`src/include/hfd_regs.vh`:
```
`ifndef HFD_REGS_VH
`define HFD_REGS_VH
// ----------------------------------------
// Frame byte fields
// ----------------------------------------
`define HFD_TAG_BIT      7
`define HFD_GAIN_HI      6
`define HFD_GAIN_LO      5
`define HFD_TICK_HI      4
`define HFD_TICK_LO      3
`define HFD_IDXL_HI      2
`define HFD_IDXL_LO      0
`define HFD_REP_HI       6
`define HFD_REP_LO       3
`define HFD_RCMD_BIT     2
`define HFD_RATE8_BIT    1
`define HFD_IDXH_BIT     0
// ----------------------------------------
// Snippet point fields
// ----------------------------------------
`define HFD_RAMP_BIT     7
`define HFD_DUR_HI       6
`define HFD_DUR_LO       4
`define HFD_LVL_HI       3
`define HFD_LVL_LO       0
// ----------------------------------------
// Built-in silent snippet
// ----------------------------------------
`define HFD_SILENT_TICKS 4'h2
// ----------------------------------------
// Timing
// ----------------------------------------
`define HFD_CLK_PERIOD_NS 20
`define HFD_TICK_BASE_NS  1360000
`define HFD_TICK_BASE_CYC (`HFD_TICK_BASE_NS / `HFD_CLK_PERIOD_NS)
`define HFD_MULT_X1       7'h01
`define HFD_MULT_X4       7'h04
`define HFD_MULT_X16      7'h10
`define HFD_MULT_X32      7'h20
`define HFD_MULT_X64      7'h40
// ----------------------------------------
// Drive rate
// ----------------------------------------
`define HFD_RATE_STEP_HZ  2
`define HFD_RATE_MIN_HZ   10'h019
`define HFD_PERIOD_NUM_US 20'hF4240
`define HFD_DIV_STEPS     5'h14
// ----------------------------------------
// Reset values
// ----------------------------------------
`define HFD_RST_RATE      9'h000
`define HFD_RST_PERIOD    16'h0000
`endif

```
`src/hdl/hfd_tick_timer.v`:
```
`timescale 1ns/1ps
`include "hfd_regs.vh"
module hfd_tick_timer #(
  parameter integer BASE_CYC = `HFD_TICK_BASE_CYC
) (
  input  wire       i_clk_sys,
  input  wire       i_srst,
  input  wire       i_restart,
  input  wire [1:0] i_code,
  input  wire       i_short,
  output reg        o_tick
);
  reg [19:0] base_q;
  reg [6:0]  mult_q;
  reg [6:0]  mult_lim;

  // ----------------------------------------
  // Tick length select.
  // ----------------------------------------
  always @* begin
    case ({i_short, i_code})
      3'b000:  mult_lim = `HFD_MULT_X4;
      3'b001:  mult_lim = `HFD_MULT_X16;
      3'b010:  mult_lim = `HFD_MULT_X32;
      3'b011:  mult_lim = `HFD_MULT_X64;
      3'b100:  mult_lim = `HFD_MULT_X1;
      3'b101:  mult_lim = `HFD_MULT_X4;
      3'b110:  mult_lim = `HFD_MULT_X16;
      default: mult_lim = `HFD_MULT_X32;
    endcase
  end

  // ----------------------------------------
  // Base counter and tick multiplier.
  // ----------------------------------------
  always @(posedge i_clk_sys) begin
    o_tick <= 1'b0;
    if (i_srst || i_restart) begin
      base_q <= 20'h00000;
      mult_q <= 7'h00;
    end else if (base_q == BASE_CYC - 1) begin
      base_q <= 20'h00000;
      if (mult_q == mult_lim - 7'h01) begin
        mult_q <= 7'h00;
        o_tick <= 1'b1;
      end else begin
        mult_q <= mult_q + 7'h01;
      end
    end else begin
      base_q <= base_q + 20'h00001;
    end
  end
endmodule // hfd_tick_timer

```
`src/hdl/hfd_frame_decoder.v`:
```
`timescale 1ns/1ps
`include "hfd_regs.vh"
module hfd_frame_decoder #(
  parameter integer TICK_BASE_CYC = `HFD_TICK_BASE_CYC
) (
  input  wire       i_clk_sys,
  input  wire       i_srst,
  input  wire       i_seq_start,
  input  wire [7:0] i_seq_first_addr,
  input  wire [7:0] i_seq_last_addr,
  input  wire       i_short_tick_option,
  input  wire       i_resonance_tracking_enable,
  input  wire [7:0] i_mem_data,
  input  wire [7:0] i_snp_first_addr,
  input  wire [7:0] i_snp_last_addr,
  output reg  [7:0] o_mem_addr_q,
  output reg        o_mem_rd_q,
  output reg  [3:0] o_snippet_index_q,
  output reg        o_snp_req_q,
  output reg        o_busy_q,
  output reg        o_point_valid_q,
  output reg  [7:0] o_start_amp_q,
  output reg  [7:0] o_target_amp_q,
  output reg        o_ramp_flag_q,
  output reg  [3:0] o_point_ticks_q,
  output wire       o_tick,
  output reg  [8:0] o_drive_rate_code_q,
  output reg        o_rate_update_q,
  output reg [15:0] o_active_period_readback_q,
  output reg        o_mem_fault_q,
  output reg        o_seq_done_q
);
  // ----------------------------------------
  // State encoding.
  // ----------------------------------------
  localparam [7:0] S_IDLE = 8'h01;
  localparam [7:0] S_B1   = 8'h02;
  localparam [7:0] S_B2   = 8'h04;
  localparam [7:0] S_B3   = 8'h08;
  localparam [7:0] S_SNP  = 8'h10;
  localparam [7:0] S_PT   = 8'h20;
  localparam [7:0] S_PLAY = 8'h40;
  localparam [7:0] S_END  = 8'h80;

  // ----------------------------------------
  // Storage.
  // ----------------------------------------
  reg  [7:0]  state_q;
  reg         wait_q;
  reg  [7:0]  ptr_q;
  reg  [7:0]  seq_last_q;
  reg         seq_over_q;
  reg  [1:0]  gain_q;
  reg  [1:0]  tick_code_q;
  reg  [3:0]  repeat_q;
  reg         rate8_q;
  reg  [7:0]  pt_ptr_q;
  reg  [7:0]  snp_first_q;
  reg  [7:0]  snp_last_q;
  reg         silent_q;
  reg  [7:0]  amp_q;
  reg  [3:0]  ticks_left_q;
  reg         restart_q;
  reg  [19:0] quo_q;
  reg  [20:0] rem_q;
  reg  [10:0] div_q;
  reg  [4:0]  div_cnt_q;
  reg         div_busy_q;
  wire [20:0] trial;
  wire        fits;
  wire [9:0]  rate_hz;
  wire [10:0] rate_clamped;
  wire [7:0]  scaled;
  wire        tick_live;
  wire        div_start;

  // ----------------------------------------
  // Tick source.
  // ----------------------------------------
  hfd_tick_timer #(
    .BASE_CYC (TICK_BASE_CYC)
  ) u_tick (
    .i_clk_sys (i_clk_sys),
    .i_srst    (i_srst),
    .i_restart (restart_q),
    .i_code    (tick_code_q),
    .i_short   (i_short_tick_option),
    .o_tick    (o_tick)
  );

  // ----------------------------------------
  // Amplitude scaling and rate conversion.
  // ----------------------------------------
  assign scaled = {i_mem_data[`HFD_LVL_HI:`HFD_LVL_LO], 4'h0} >> gain_q;
  assign rate_hz = {rate8_q, i_mem_data, 1'b0};
  assign rate_clamped = (rate_hz < `HFD_RATE_MIN_HZ) ?
                        {1'b0, `HFD_RATE_MIN_HZ} : {1'b0, rate_hz};
  assign trial = {rem_q[19:0], quo_q[19]};
  assign fits = (trial >= {10'h000, div_q});

  // ----------------------------------------
  // Tick and divider qualifiers.
  // ----------------------------------------
  // A tick launched before the timer restart belongs to no point.
  assign tick_live = o_tick & ~restart_q;
  assign div_start = (state_q == S_B3) && wait_q;

  // ----------------------------------------
  // Rate to period divider.
  // ----------------------------------------
  always @(posedge i_clk_sys) begin
    if (i_srst) begin
      quo_q                      <= 20'h00000;
      rem_q                      <= 21'h000000;
      div_q                      <= 11'h000;
      div_cnt_q                  <= 5'h00;
      div_busy_q                 <= 1'b0;
      o_active_period_readback_q <= `HFD_RST_PERIOD;
    end else if (div_start) begin
      quo_q      <= `HFD_PERIOD_NUM_US;
      rem_q      <= 21'h000000;
      div_q      <= rate_clamped;
      div_cnt_q  <= 5'h00;
      div_busy_q <= 1'b1;
    end else if (div_busy_q) begin
      quo_q     <= {quo_q[18:0], fits};
      rem_q     <= fits ? (trial - {10'h000, div_q}) : trial;
      div_cnt_q <= div_cnt_q + 5'h01;
      if (div_cnt_q == `HFD_DIV_STEPS - 5'h01) begin
        div_busy_q                 <= 1'b0;
        o_active_period_readback_q <= {quo_q[14:0], fits};
      end
    end
  end

  // ----------------------------------------
  // Frame and point sequencing.
  // ----------------------------------------
  always @(posedge i_clk_sys) begin
    o_mem_rd_q      <= 1'b0;
    o_snp_req_q     <= 1'b0;
    o_point_valid_q <= 1'b0;
    o_rate_update_q <= 1'b0;
    o_mem_fault_q   <= 1'b0;
    o_seq_done_q    <= 1'b0;
    restart_q       <= 1'b0;
    wait_q          <= o_mem_rd_q | o_snp_req_q;
    if (i_srst) begin
      state_q             <= S_IDLE;
      wait_q              <= 1'b0;
      ptr_q               <= 8'h00;
      seq_last_q          <= 8'h00;
      seq_over_q          <= 1'b0;
      gain_q              <= 2'h0;
      tick_code_q         <= 2'h0;
      repeat_q            <= 4'h0;
      rate8_q             <= 1'b0;
      pt_ptr_q            <= 8'h00;
      snp_first_q         <= 8'h00;
      snp_last_q          <= 8'h00;
      silent_q            <= 1'b0;
      amp_q               <= 8'h00;
      ticks_left_q        <= 4'h0;
      o_mem_addr_q        <= 8'h00;
      o_snippet_index_q   <= 4'h0;
      o_busy_q            <= 1'b0;
      o_start_amp_q       <= 8'h00;
      o_target_amp_q      <= 8'h00;
      o_ramp_flag_q       <= 1'b0;
      o_point_ticks_q     <= 4'h0;
      o_drive_rate_code_q <= `HFD_RST_RATE;
    end else begin
      case (state_q)
        S_IDLE: begin
          if (i_seq_start) begin
            ptr_q        <= i_seq_first_addr;
            seq_last_q   <= i_seq_last_addr;
            seq_over_q   <= 1'b0;
            amp_q        <= 8'h00;
            o_busy_q     <= 1'b1;
            o_mem_addr_q <= i_seq_first_addr;
            o_mem_rd_q   <= 1'b1;
            state_q      <= S_B1;
          end
        end
        S_B1: begin
          if (wait_q) begin
            if (i_mem_data[`HFD_TAG_BIT]) begin
              o_mem_fault_q <= 1'b1;
              state_q       <= S_END;
            end else begin
              gain_q            <= i_mem_data[`HFD_GAIN_HI:`HFD_GAIN_LO];
              tick_code_q       <= i_mem_data[`HFD_TICK_HI:`HFD_TICK_LO];
              o_snippet_index_q <= {1'b0, i_mem_data[`HFD_IDXL_HI:`HFD_IDXL_LO]};
              repeat_q          <= 4'h0;
              ptr_q             <= ptr_q + 8'h01;
              if (ptr_q == seq_last_q) begin
                seq_over_q <= 1'b1;
                state_q    <= S_SNP;
              end else begin
                o_mem_addr_q <= ptr_q + 8'h01;
                o_mem_rd_q   <= 1'b1;
                state_q      <= S_B2;
              end
            end
          end
        end
        S_B2: begin
          if (wait_q) begin
            if (!i_mem_data[`HFD_TAG_BIT]) begin
              state_q <= S_SNP;
            end else begin
              repeat_q <= i_mem_data[`HFD_REP_HI:`HFD_REP_LO];
              rate8_q  <= i_mem_data[`HFD_RATE8_BIT];
              o_snippet_index_q[3] <= i_mem_data[`HFD_IDXH_BIT];
              ptr_q    <= ptr_q + 8'h01;
              if (ptr_q == seq_last_q) begin
                seq_over_q <= 1'b1;
                state_q    <= S_SNP;
              end else if (i_mem_data[`HFD_RCMD_BIT]) begin
                o_mem_addr_q <= ptr_q + 8'h01;
                o_mem_rd_q   <= 1'b1;
                state_q      <= S_B3;
              end else begin
                state_q <= S_SNP;
              end
            end
          end
        end
        S_B3: begin
          if (wait_q) begin
            o_drive_rate_code_q <= {rate8_q, i_mem_data};
            o_rate_update_q     <= 1'b1;
            ptr_q               <= ptr_q + 8'h01;
            seq_over_q          <= (ptr_q == seq_last_q);
            state_q             <= S_SNP;
          end
        end
        S_SNP: begin
          if (o_snippet_index_q == 4'h0) begin
            silent_q        <= 1'b1;
            o_start_amp_q   <= amp_q;
            o_target_amp_q  <= 8'h00;
            o_ramp_flag_q   <= 1'b0;
            o_point_ticks_q <= `HFD_SILENT_TICKS;
            ticks_left_q    <= `HFD_SILENT_TICKS;
            o_point_valid_q <= 1'b1;
            restart_q       <= 1'b1;
            state_q         <= S_PLAY;
          end else if (wait_q) begin
            silent_q     <= 1'b0;
            snp_first_q  <= i_snp_first_addr;
            snp_last_q   <= i_snp_last_addr;
            pt_ptr_q     <= i_snp_first_addr;
            o_mem_addr_q <= i_snp_first_addr;
            o_mem_rd_q   <= 1'b1;
            state_q      <= S_PT;
          end else if (!o_snp_req_q) begin
            o_snp_req_q <= 1'b1;
          end
        end
        S_PT: begin
          if (wait_q) begin
            o_start_amp_q   <= amp_q;
            o_target_amp_q  <= scaled;
            o_ramp_flag_q   <= i_mem_data[`HFD_RAMP_BIT];
            o_point_ticks_q <= {1'b0, i_mem_data[`HFD_DUR_HI:`HFD_DUR_LO]} + 4'h1;
            ticks_left_q    <= {1'b0, i_mem_data[`HFD_DUR_HI:`HFD_DUR_LO]} + 4'h1;
            o_point_valid_q <= 1'b1;
            restart_q       <= 1'b1;
            state_q         <= S_PLAY;
          end
        end
        S_PLAY: begin
          if (tick_live) begin
            if (ticks_left_q != 4'h1) begin
              ticks_left_q <= ticks_left_q - 4'h1;
            end else begin
              amp_q <= o_target_amp_q;
              if (!silent_q && pt_ptr_q != snp_last_q) begin
                pt_ptr_q     <= pt_ptr_q + 8'h01;
                o_mem_addr_q <= pt_ptr_q + 8'h01;
                o_mem_rd_q   <= 1'b1;
                state_q      <= S_PT;
              end else if (repeat_q != 4'h0) begin
                repeat_q <= repeat_q - 4'h1;
                if (silent_q) begin
                  state_q <= S_SNP;
                end else begin
                  pt_ptr_q     <= snp_first_q;
                  o_mem_addr_q <= snp_first_q;
                  o_mem_rd_q   <= 1'b1;
                  state_q      <= S_PT;
                end
              end else if (seq_over_q) begin
                state_q <= S_END;
              end else begin
                o_mem_addr_q <= ptr_q;
                o_mem_rd_q   <= 1'b1;
                state_q      <= S_B1;
              end
            end
          end
        end
        S_END: begin
          amp_q           <= 8'h00;
          o_start_amp_q   <= 8'h00;
          o_target_amp_q  <= 8'h00;
          o_ramp_flag_q   <= 1'b0;
          o_busy_q        <= 1'b0;
          o_seq_done_q    <= 1'b1;
          state_q         <= S_IDLE;
        end
        default: begin
          state_q <= S_IDLE;
        end
      endcase
    end
  end
endmodule // hfd_frame_decoder

```
`config.mk`:
```
export PLATFORM = sky130hd
export DESIGN_NAME = hfd_frame_decoder
export DESIGN_NICKNAME = d
export VERILOG_FILES = /design/src/hdl/hfd_tick_timer.v /design/src/hdl/hfd_frame_decoder.v
export VERILOG_INCLUDE_DIRS = /design/src /design/src/include
export SDC_FILE = /design/constraint.sdc
export NUM_CORES = 1
export LEC_CHECK = 0
export BUFFER_PORTS_ARGS = -buffer_cell sky130_fd_sc_hd__buf_2
export CAP_MARGIN = 20
export CORE_MARGIN = 2
export CORE_UTILIZATION = 40
export DETAILED_ROUTE_END_ITERATION = 12
export GPL_TIMING_DRIVEN = 0
export PLACE_DENSITY = 0.67
export SLEW_MARGIN = 20
export SYNTH_ARGS = -nofsm -noshare
export SYNTH_HDL_FRONTEND = slang
export SYNTH_SLANG_ARGS = --single-unit
```
`constraint.sdc`:
```
create_clock -name i_clk_sys -period 5.7 [get_ports i_clk_sys]
set_input_delay 0.57 -clock i_clk_sys [delete_from_list [all_inputs] [get_ports i_clk_sys]]
set_output_delay 0.57 -clock i_clk_sys [all_outputs]
set_load 0.02 [all_outputs]
```
After elaboration in Yosys (flattened, before gate mapping)

Cells that the tools add are included.

Multipliers: 0
Bitwise operators: 11
Divide/modulo/power cells: 0
Reduce and logical (&&, ||, !) cells: 45
Add/sub/neg operators: 10
Mux-type cells: 124
Shift-type cells: 1
Equality and inequality tests: 42
$lt $le $gt $ge: 2

Operators by type and width:

| operator                                                                       | number |
|---|---|
| 8-bit 2-to-1 mux                                                               | 47 |
| 8-bit case mux with 3 select lines                                             | 3 |
| 20-bit 2-to-1 mux                                                              | 3 |
| 4-bit 2-to-1 mux                                                               | 14 |
| 8-bit case mux with 7 select lines                                             | 1 |
| 8-bit case mux with 5 select lines                                             | 1 |
| 1-bit 2-to-1 mux                                                               | 38 |
| 2-bit != test (second input constant)                                          | 18 |
| 8-bit case mux with 4 select lines                                             | 1 |
| 7-bit case mux with 4 select lines                                             | 1 |
| 4-bit case mux with 3 select lines                                             | 2 |
| 21-bit by 11-bit greater-or-equal comparator with 1-bit output                 | 1 |
| 20-bit by 1-bit adder with 20-bit output (second input constant)               | 1 |
| 20-bit by 17-bit == test with 1-bit output (second input constant)             | 1 |
| 20-bit by 11-bit subtractor with 20-bit output                                 | 1 |
| 3-bit AND reduction                                                            | 6 |
| 8-bit by 1-bit adder with 8-bit output (second input constant)                 | 2 |
| 8-bit case mux with 2 select lines                                             | 1 |
| 15-bit AND reduction                                                           | 1 |
| 7-bit AND reduction                                                            | 2 |
| 2-bit nonzero test                                                             | 6 |
| 3-bit nonzero test                                                             | 4 |
| 2-bit OR reduction                                                             | 6 |
| 10-bit by 5-bit less-than comparator with 1-bit output (second input constant) | 1 |
| other kinds (50)                                                               | 73 |

Bits in registers: 222
Memories: 0
Logic and storage cells: 275
Output and inout bits: 66
Bits in read-only memories: 0
Memory bits (writable): 0
Latch bits: 0
Bits of input ports: 45

Logic depth before layout (Yosys ltp)

Gate-level depths: netlist (run 1).

Depth in word-level cells: 6
Mapped depth: 11
Mapped depth without buffers: 10

Hierarchy

A second synthesis (run 1) with hierarchy kept.

Cells, all modules: 1349
Area, all modules: 11033.1 µm²

By module, submodules not included:

| module            | cells an instance | area each (µm²) | sequential area each (µm²) | times used |
|---|---|---|---|---|
| hfd_frame_decoder | 1174              | 9555.4          | 3803.6                     | 1 |
| hfd_tick_timer    | 175               | 1477.7          | 560.5                      | 1 |

Worst setup path after synthesis (run 1)

OpenSTA, ideal clock, no wires.

Path kind: reg2reg
Start: register state_q[7]
End: register o_mem_addr_q[6]
Slack: 2.965 ns
Required time: 5.612 ns
Arrival time: 2.647 ns
Library setup time: 0.088 ns
Path buffers: 3
Cell stages (with the launch flop): 11
Clock period less this slack: 2.735 ns
Cells stage by stage: dfxtp_1 > or4_4 > or4_1 > clkbuf_2 > and4_4 > a2111oi_4 > and3_1 > buf_6 > buf_12 > nor2_2 > a311oi_2

Word-level cells in the longest chain between the ends: 3
Elaborated cells between the ends (all ways): 22
Classes of those cells: 19 x eq/ne; 1 x mux; 2 x reduce/logical

Ends and longest elaborated chain:

| item                                                                   | line                    | text |
|---|---|---|
| start: declaration                                                     | hfd_frame_decoder.v:48  | `reg [7:0] state_q;` |
| start signal: assignment                                               | hfd_frame_decoder.v:149 | `state_q <= S_IDLE;` |
| start signal: assignment                                               | hfd_frame_decoder.v:183 | `state_q <= S_B1;` |
| start signal: assignment                                               | hfd_frame_decoder.v:190 | `state_q <= S_END;` |
| 8-bit by 7-bit == test with 1-bit output, or another cell as far along | hfd_frame_decoder.v:173 | `case (state_q)` |
| 4-bit != test (no line), or another cell as far along                  | -                       |  |
| 15-bit AND reduction (no line)                                         | -                       |  |
| end signal: assignment                                                 | hfd_frame_decoder.v:181 | `o_mem_addr_q <= i_seq_first_addr;` |
| end signal: assignment                                                 | hfd_frame_decoder.v:201 | `o_mem_addr_q <= ptr_q + 8'h01;` |
| end signal: assignment                                                 | hfd_frame_decoder.v:221 | `o_mem_addr_q <= ptr_q + 8'h01;` |
| end: declaration                                                       | hfd_frame_decoder.v:16  | `output reg [7:0] o_mem_addr_q,` |

Parallel ways exist; a longest one is shown, timed or not.
A chain may end at the register's enable or synchronous reset.

Worst setup path in the final report (run 1)

Start: register state_q[7]
End: register pt_ptr_q[1]

Word-level cells in the longest chain between the ends: 3
Elaborated cells between the ends (all ways): 11
Classes of those cells: 8 x eq/ne; 1 x mux; 2 x reduce/logical

Ends and longest elaborated chain:

| item                                                                                                 | line                    | text |
|---|---|---|
| 8-bit by 7-bit == test with 1-bit output or 8-bit by 5-bit == test with 1-bit output (tied branches) | hfd_frame_decoder.v:173 |  |
| 3-bit != test (no line), or another cell as far along                                                | -                       |  |
| 7-bit AND reduction (no line)                                                                        | -                       |  |
| end signal: assignment                                                                               | hfd_frame_decoder.v:254 | `pt_ptr_q <= i_snp_first_addr;` |
| end signal: assignment                                                                               | hfd_frame_decoder.v:281 | `pt_ptr_q <= pt_ptr_q + 8'h01;` |
| end signal: assignment                                                                               | hfd_frame_decoder.v:290 | `pt_ptr_q <= snp_first_q;` |
| end: declaration                                                                                     | hfd_frame_decoder.v:57  | `reg [7:0] pt_ptr_q;` |

Parallel ways exist; a longest one is shown, timed or not.

==> results.yml, run 1 <==
timing:
  worst_slew_margin_rel_pct: 28.25
  finalSetupViolCount: 0
  final_max_slew_viol_count: 0
  period_minus_slack_ps: 3356
  post-route-period-util_pct: 58.87
  tns_ps: 0
  grt_setup_unrepaired: "no"
  hold_ws_ps: 273.7
  clock_skew_ps: 13.16
  hold_viol: 0
  tightest_slew_ps: 1068
  clock.fmax_mhz: 298.0
yosys:
  synthCells: 1269
  ys_ff_latch: 218
  synth.distinct_cells: 75
  yosys_warnings: 0
  netlist_area_um2: 10400
  synth_area_per_cell_um2: 8.197
  async_reset_ff_share_pct: 0
  synth-seq-area-share_pct: 41.95
  synth-edff-count: 0
  synth_top_flop_cell: "dfxtp_1"
floorplanning:
  io_pins: 111
  start_util_pct: 40.38
  core_area_um2: 25760
  num_rows: 59
  chipHeight_um: 165.3
  die-area_um2: 27310
  die_x_um: 165.3
routing:
  drt_wl_total_mm: 29.29
  wl_met3_mm: 1.939
  num_vias: 9608
  wl_per_cell_um: 16.69
  ant_nets: 0
  first_pass_iters: 6
  m1WireLength_mm: 13.83
  dr_wl_met2_mm: 12.92
  detail_route.vias_per_cell: 5.475
  drt_iter0_drc: 701
  drc: 0
  top_layer: "met4"
placed_design:
  port_buffers: 106
  gp_congestion: 0.9347
  dp_hpwl_mm: 21.48
power_and_ir_drop:
  p_leak_nw: 4.643
  p_per_area_nw_per_um2: 326.6
  worst_ir_drop_vdd_v: 0.0002926
cts:
  cts_root_buf: "clkbuf_16"
  clock-sinks: 218
  worstSkewPairLatency_ps: 530
  ctsHoldBuffers: 0
  cts_max_level: 1
  postCtsResizedCells: 0
  cts_setup_buffers: 0
  cts.path.max_buffers: 3
  cts_buffers: 25
  cts_tree: "built"
  clkTransAtPathRegs_ps: 60
global_route:
  grt_pass1_wl_mm: 46.87
  grt_pass1_vias: 8809
  antenna_found_initial: 0
  grt_max_degree: 15
  overflow: 0
  track_usage_pct: 21.32
setup_path:
  crit_slowest_cell: "nor4b_2"
  crit_fanout: 10
  path_cells: "or4_4 > nor4b_2 > nor2_1 > a311o_1 > a21oi_2 > buf_4 > mux2i_1 > nor2_1"
  critical_path.max_stage_delay_ps: 760
  end_kind: "flip-flop"
  critical_path_class: "reg2reg"
  cp_common_cell: "nor2_1"
  startpoint_type: "flip-flop"
  crit_required_ps: 6080
  cp_data_arrival_time_ps: 3740
finish:
  drive_gt1_share_pct: 12.82
  nets: 1469
  layout-area-overhead-vs-synth_pct: 17.36
  diodes: 0
job:
  maxCapViolations: 0
outcome:
  status: "finished, final reports clean"
min_path:
  hp-class: "in2reg"
## path summary, 6_finish.rpt
| check | slack, ps | startpoint | end | depth (start not counted) |
|---|---|---|---|---|
| max | 2340 | state_q[7] | pt_ptr_q[1] | 8 |
| min | 270 | i_seq_last_addr[6] | seq_last_q[6] | 3 |
| min reg2reg | 450 | o_ramp_flag_q | o_ramp_flag_q | 2 |
| max reg2reg | 2340 | state_q[7] | pt_ptr_q[1] | 8 |
## cells in the mapped netlist, types with 5 or more instances
| library cell | count | share of area [%] |
|---|---|---|
| or2_2 | 5 | 0.30 |
| o21ai_0 | 49 | 2.4 |
| and3_1 | 12 | 0.72 |
| a22oi_1 | 9 | 0.65 |
| a221oi_1 | 8 | 0.67 |
| nor2_1 | 176 | 6.4 |
| nand2_1 | 160 | 5.8 |
| nand3_1 | 42 | 2.0 |
| a31oi_1 | 7 | 0.42 |
| mux2i_1 | 54 | 5.2 |
| clkbuf_1 | 68 | 2.5 |
| xor2_1 | 42 | 3.5 |
| inv_1 | 25 | 0.90 |
| nor2b_1 | 6 | 0.36 |
| o211ai_1 | 12 | 0.87 |
| xnor2_1 | 32 | 2.7 |
| dfxtp_1 | 218 | 42 |
| or4_1 | 8 | 0.58 |
| nand2b_1 | 13 | 0.78 |
| nor4_1 | 17 | 1.0 |
| a311oi_1 | 11 | 0.93 |
| ha_1 | 20 | 2.4 |
| nand4_1 | 11 | 0.66 |
| a211oi_1 | 17 | 1.2 |
| nor3_1 | 28 | 1.3 |
| or3_1 | 6 | 0.36 |
| a21oi_1 | 125 | 6.0 |
| and2_1 | 5 | 0.30 |
| nor3b_1 | 5 | 0.36 |
## report_power, final
| part | internal (mW) | switching [mW] |
|---|---|---|
| logic | 0.259 | 0.446 |
| clock network | 0.983 | 0.655 |
| registers | 1.59 | 0.0553 |
| total | 2.83 | 1.16 |
## worst max-delay path, delay by kind of cell (launching register included)
family	cells	cell delay (ps)
mux	1	200
simple gates	4	1590
flops	1	360
compound gates	2	790
buf+inv	1	260
## cell usage in the layout, fill, tap and decap left out, types with 9 or more instances in the layout
cell type  Yosys  routed
dfxtp_1      218     218
nor2_1       176     176
nand2_1      160     160
a21oi_1      125     125
buf_2          3     109
clkbuf_1      68      70
mux2i_1       54      54
o21ai_0       49      49
nand3_1       42      42
xor2_1        42      42
xnor2_1       32      32
nor3_1        28      28
inv_1         25      25
clkbuf_16      0      25
ha_1          20      20
a211oi_1      17      17
nor4_1        17      15
nand2b_1      13      13
and3_1        12      12
o211ai_1      12      12
nand4_1       11      11
a311oi_1      11      11
a22oi_1        9       9
## routing by layer
| metal | up-vias | track usage, % |
|---|---|---|
| li1 | 4722 | - |
| met5 | - | 0 |
| met4 | 0 | 5.771 |
| met2 | 295 | 33.22 |
| met1 | 4539 | 30.56 |
| met3 | 52 | 3.372 |
## final cells by class
class / count / area [um2]
buffer: 80 / 344.1
clock buffer: 30 / 674.4
clock inverter: 14 / 165.2
fill: 2519 / 13560
inverter: 25 / 93.84
multi-input combinational: 947 / 5617
sequential: 218 / 4364
tap: 335 / 419.2
timing repair buffer: 106 / 530.5
## kinds of logic after synthesis
family                   Yosys count  synth area share (%)
adder cells (fa/ha/maj)           21                 2.598
XOR/XNOR                          74                 6.230
buffers and inverters            105                 4.210
multiplexers                      55                 5.304
AO/OA/AOI/OAI                    279                 16.82
other                              1               0.03605
AND/OR/NAND/NOR                  516                 22.85
flip-flops                       218                 41.95
## through the flow
step / utilization, % / total power [mW] / cells / cell area [um2] / setup WS [ps]
after floorplan: - / 2.158 / 1270 / 10410 / 2965
after global placement: 44.08 / 2.356 / 1711 / 11360 / 2335
after detailed placement: 44.10 / 2.364 / 1711 / 11360 / 2311
after CTS: 47.36 / 4.010 / 1755 / 12200 / 2273
after global routing: 47.38 / 4.161 / 1755 / 12210 / 2057
final: 47.38 / 3.987 / 1755 / 12210 / 2344
## sequential cells by signal, indices dropped and copies added (netlist names), 8 cells and up
register                    count
quo_q                          20
rem_q                          20
u_tick.base_q                  20
o_active_period_readback_q     16
div_q                          10
o_drive_rate_code_q             9
o_mem_addr_q                    8
pt_ptr_q                        8
ptr_q                           8
seq_last_q                      8
snp_first_q                     8
snp_last_q                      8
state_q                         8
Note: power is estimated with default switching activity, not from simulation.
==> run 2: changes to the inputs <==
==> constraint.sdc (replaced) <==
create_clock -name i_clk_sys -period 3.1 [get_ports i_clk_sys]
set_input_delay 0.31 -clock i_clk_sys [delete_from_list [all_inputs] [get_ports i_clk_sys]]
set_output_delay 0.31 -clock i_clk_sys [all_outputs]
set_load 0.02 [all_outputs]
==> results.yml, run 2 (synthesized netlist as in run 1, its figures left out) <==
timing:
  period_minus_slack_ps: 3008
  tightest_slew_ps: 979.8
  clock.fmax_mhz: 332.5
  final_max_slew_viol_count: 0
  post-route-period-util_pct: 97.02
  finalSetupViolCount: 0
  clock_skew_ps: 11.38
  grt_setup_unrepaired: "no"
  worst_slew_margin_rel_pct: 34.18
  hold_viol: 0
  worst_slack_ps: 92.26
setup_path:
  path_delay_family: "simple AND/OR/NAND/NOR gates"
  critical_path_class: "reg2reg"
  crit_fanout: 10
  end_kind: "flip-flop"
  cp_data_arrival_time_ps: 3440
  critical_path.max_stage_delay_ps: 600
  crit_slowest_cell: "or4_4"
  crit_required_ps: 3530
  path_cells: "or4_4 > or4_1 > buf_2 > and4_4 > a2111oi_4 > and3_4 > buf_6 > buf_12 > nor2_2 > a311oi_2"
  critPathBufInv: 3
  startpoint_type: "flip-flop"
global_route:
  busiest_layer: "met2"
  grt_max_degree: 15
  grt_pass1_vias: 8800
  track_usage_pct: 21.32
  overflow: 0
  grt_pass1_wl_mm: 46.84
  met1_usage_pct: 30.58
  antenna_found_initial: 0
  met2_usage_pct: 33.35
  grtUsageMet3_pct: 3.347
placed_design:
  dp_hpwl_mm: 21.48
  port_buffers: 106
  place_ws_ps: -289.1
  gp_congestion: 0.9347
  dp_cells: 1711
routing:
  detail_route.vias_per_cell: 5.476
  num_vias: 9600
  ant_nets: 0
  drt_wl_total_mm: 29.28
  first_pass_iters: 7
  wl_per_cell_um: 16.70
  drc: 0
  drt_iter0_drc: 697
cts:
  ctsHoldBuffers: 0
  clock-sinks: 218
  worstSkewPairLatency_ps: 520
  cts.path.max_buffers: 3
  cts_tree: "built"
  cts_root_buf: "clkbuf_16"
  cts_buffers: 25
  clkTransAtPathRegs_ps: 60
  cts_max_level: 1
finish:
  layout_common_cells: "dfxtp_1, nor2_1, nand2_1, a21oi_1, buf_2"
  reg_top3: "quo_q (20), rem_q (20), u_tick.base_q (20)"
  drive_gt1_share_pct: 13.68
  n_fill_cell: 2502
  nets: 1467
  layout-area-overhead-vs-synth_pct: 18.03
  layout_commonest_cell: "dfxtp_1"
  fin_cells: 1753
  fin_util_pct: 47.66
  diodes: 0
floorplanning:
  die_x_um: 165.3
  io_pins: 111
  core_area_um2: 25760
  start_util_pct: 40.38
  die-area_um2: 27310
  chipHeight_um: 165.3
  num_rows: 59
job:
  maxCapViolations: 0
power_and_ir_drop:
  p_leak_nw: 4.668
  p_per_area_nw_per_um2: 600.2
  power_frac_seq_pct: 41.3
  p_clk_share_pct: 40.8
  internal_power_mw: 5.234
  p_switching_mw: 2.136
  p_comb_share_pct: 17.9
  p_sw_share_pct: 28.98
  worst_ir_drop_vdd_v: 0.0005390
outcome:
  status: "finished, final reports clean"
min_path:
  hp-class: "in2reg"
-- run 2: cell type report --
class / count / area, um2 / area share, %
Multi-Input combinational cell: 947 / 5679 / 46.26
Sequential cell: 218 / 4367 / 35.57
Clock buffer: 30 / 674.4 / 5.493
Timing Repair Buffer: 108 / 545.5 / 4.443
Tap cell: 335 / 419.2 / 3.414
Buffer: 76 / 334.1 / 2.721
Clock inverter: 14 / 165.2 / 1.345
Inverter: 25 / 93.84 / 0.7643
-- run 2: power groups by stage --
stage	Combinational, mW	Sequential (mW)	Clock, mW
after floorplan	0.853	3.12	0
after global placement	1.25	3.08	0
after detailed placement	1.27	3.08	0
after CTS	1.29	3.02	3.08
after global routing	1.43	3.06	3.20
final	1.32	3.05	3.01
-- run 2: through the flow --
stage               instance area [um2]  setup TNS, ps  total power [mW]  hold WS [ps]
finish                            12280              0             7.370         15.05
global route                      12280              0             7.693         17.83
CTS                               12220              0             7.383         5.725
detailed placement                11360          -4243             4.348         442.5
global placement                  11360          -4262             4.331         439.0
floorplan                         10410              0             3.968         429.9
-- run 2: layer usage --
layer | vias up | wire (um)
li1 | 4723 | -
met3 | 51 | 1972
met5 | - | 0
met1 | 4523 | 13740
met2 | 303 | 13020
met4 | 0 | 551
-- run 2: tightest hold or removal path, stage by stage --
cell     delay, ps
buf_2           70
mux2i_1         50
nor2_1          70
-- run 2: worst paths after layout --
check                          start         endpoint  slack, ps  depth (start not counted)
hold / removal    i_seq_last_addr[6]    seq_last_q[6]         20                          3
hold reg to reg        o_ramp_flag_q    o_ramp_flag_q        450                          2
setup reg to reg          state_q[7]  o_mem_addr_q[6]         90                         10
setup / recovery          state_q[7]  o_mem_addr_q[6]         90                         10
-- run 2: timing repair --
item,in CTS,in global routing
setup buffers,0,2
pin swaps,0,3
endpoints found under the setup margin,37,70
hold endpoints to repair,0,0
resized for setup,4,14
==> run 3: changes to the inputs <==
--- a/config.mk
+++ b/config.mk
@@ -12,6 +12,7 @@
 export CORE_UTILIZATION = 40
 export DETAILED_ROUTE_END_ITERATION = 12
 export GPL_TIMING_DRIVEN = 0
+export HOLD_SLACK_MARGIN = 0.06
 export PLACE_DENSITY = 0.67
 export SLEW_MARGIN = 20
 export SYNTH_ARGS = -nofsm -noshare
==> constraint.sdc (replaced) <==
create_clock -name i_clk_sys -period 3.6 [get_ports i_clk_sys]
set_input_delay 0.36 -clock i_clk_sys [delete_from_list [all_inputs] [get_ports i_clk_sys]]
set_output_delay 0.36 -clock i_clk_sys [all_outputs]
set_load 0.02 [all_outputs]
==> results.yml, run 3 (synthesized netlist as in run 1, its figures left out) <==
global_route:
  grt_pass1_wl_mm: 46.89
  grt_pass1_vias: 8808
  overflow: 0
  track_usage_pct: 21.33
  grt_max_degree: 15
  antenna_found_initial: 0
setup_path:
  startpoint_type: "flip-flop"
  end_kind: "flip-flop"
  crit_slowest_cell: "nor4_1"
  path_delay_family: "simple AND/OR/NAND/NOR gates"
  crit_fanout: 10
  critical_path_class: "reg2reg"
  critPathBufInv: 3
  crit_required_ps: 3980
  path_cells: "clkbuf_1 > nor4_1 > and2_1 > clkbuf_1 > nor2_1 > a311o_1 > a21oi_2 > buf_4 > mux2i_1 > nor2_1"
  critical_path.max_stage_delay_ps: 560
  cp_data_arrival_time_ps: 3690
finish:
  layout_commonest_cell: "dfxtp_1"
  nets: 1471
  n_fill_cell: 2513
  layout_common_cells: "dfxtp_1, nor2_1, nand2_1, a21oi_1, buf_2"
  layout-area-overhead-vs-synth_pct: 17.63
  drive_gt1_share_pct: 12.80
  fin_cells: 1757
  diodes: 0
  reg_top3: "quo_q (20), rem_q (20), u_tick.base_q (20)"
  design_area_um2: 12240
power_and_ir_drop:
  power_frac_seq_pct: 41.2
  p_clk_share_pct: 41.0
  p_switching_mw: 1.832
  p_comb_share_pct: 17.8
  p_leak_nw: 4.658
  internal_power_mw: 4.483
  p_per_area_nw_per_um2: 516.1
  worst_ir_drop_vdd_v: 0.0004630
  p_sw_share_pct: 29.02
cts:
  clock-sinks: 218
  cts_setup_buffers: 0
  cts_root_buf: "clkbuf_16"
  cts.path.max_buffers: 3
  cts_max_level: 1
  clkTransAtPathRegs_ps: 60
  cts_tree: "built"
  worstSkewPairLatency_ps: 520
  cts_buffers: 25
floorplanning:
  io_pins: 111
  die-area_um2: 27310
  num_rows: 59
  chipHeight_um: 165.3
  die_x_um: 165.3
  core_area_um2: 25760
  start_util_pct: 40.38
routing:
  num_vias: 9599
  detail_route.vias_per_cell: 5.463
  wl_per_cell_um: 16.63
  drc: 0
  ant_nets: 0
  drt_wl_total_mm: 29.22
  drt_iter0_drc: 726
  first_pass_iters: 6
placed_design:
  dp_hpwl_mm: 21.48
  dp_cells: 1711
  gp_congestion: 0.9347
  port_buffers: 106
  place_area_um2: 11360
timing:
  hold_viol: 0
  clock_skew_ps: 10.94
  period_minus_slack_ps: 3312
  worst_slew_margin_rel_pct: 30.55
  final_max_slew_viol_count: 0
  clock.fmax_mhz: 301.9
  post-route-period-util_pct: 92.01
  tightest_slew_ps: 1034
  tns_ps: 0
  finalSetupViolCount: 0
  grt_setup_unrepaired: "no"
job:
  maxCapViolations: 0
outcome:
  status: "finished, final reports clean"
min_path:
  hp-class: "in2reg"
## run 3: changes by cell type in the layout (fill, tap and decap cells not counted), moves of 2 or more
cell           delta
dlygate4sd3_1     +2
nor4_1            +2
clkbuf_1          +6
buf_4             -2
dfxtp_2           -2
dfxtp_1           +2
## run 3: final cells by class
cell class | count | area, um2 | area share, %
timing repair buffer | 108 | 550.5 | 4.499
tap | 335 | 419.2 | 3.425
buffer | 80 | 344.1 | 2.812
inverter | 25 | 93.84 | 0.7669
clock buffer | 30 | 674.4 | 5.511
sequential | 218 | 4364 | 35.66
multi-input combinational | 947 | 5625 | 45.97
clock inverter | 14 | 165.2 | 1.350
## run 3: tightest hold or removal path, stage by stage
cell and delay, ps:
buf_2 80, mux2i_1 50, nor2_1 70
## run 3: power groups by stage
stage	combinational, mW	sequential, mW	clock, mW
after floorplan	0.735	2.68	0
after global placement	1.08	2.65	0
after detailed placement	1.09	2.65	0
after CTS	1.10	2.60	2.65
after global routing	1.22	2.61	2.76
final	1.12	2.60	2.59
## run 3: metrics by stage
stage	hold WS, ps	total power [mW]	utilization [%]	setup WS, ps
after floorplan	429.9	3.417	-	865.1
after global placement	439.0	3.730	44.08	234.7
after detailed placement	442.5	3.744	44.10	210.9
after CTS	60.23	6.351	47.44	172.8
after global routing	67.81	6.594	47.50	14.98
final	70.13	6.315	47.50	287.6
## run 3: metal layers
metal  track usage (%)  routed length [um]
met1             30.58               13670
met2             33.28               12860
met3             3.347                2085
met4             5.771                 609
met5                 0                   0
## run 3: repair_timing
item,CTS,global route
resized for setup,0,1
hold buffers,2,0
endpoints found under the hold margin,2,0
setup endpoints to repair,0,5
## run 3: path summary, 6_finish.rpt
path	end	startpoint	slack (ps)	cells past startpoint
setup / recovery	pt_ptr_q[1]	state_q[1]	290	10
hold / removal	seq_last_q[1]	i_seq_last_addr[1]	70	3
setup reg to reg	pt_ptr_q[1]	state_q[1]	290	10
hold reg to reg	o_ramp_flag_q	o_ramp_flag_q	450	2
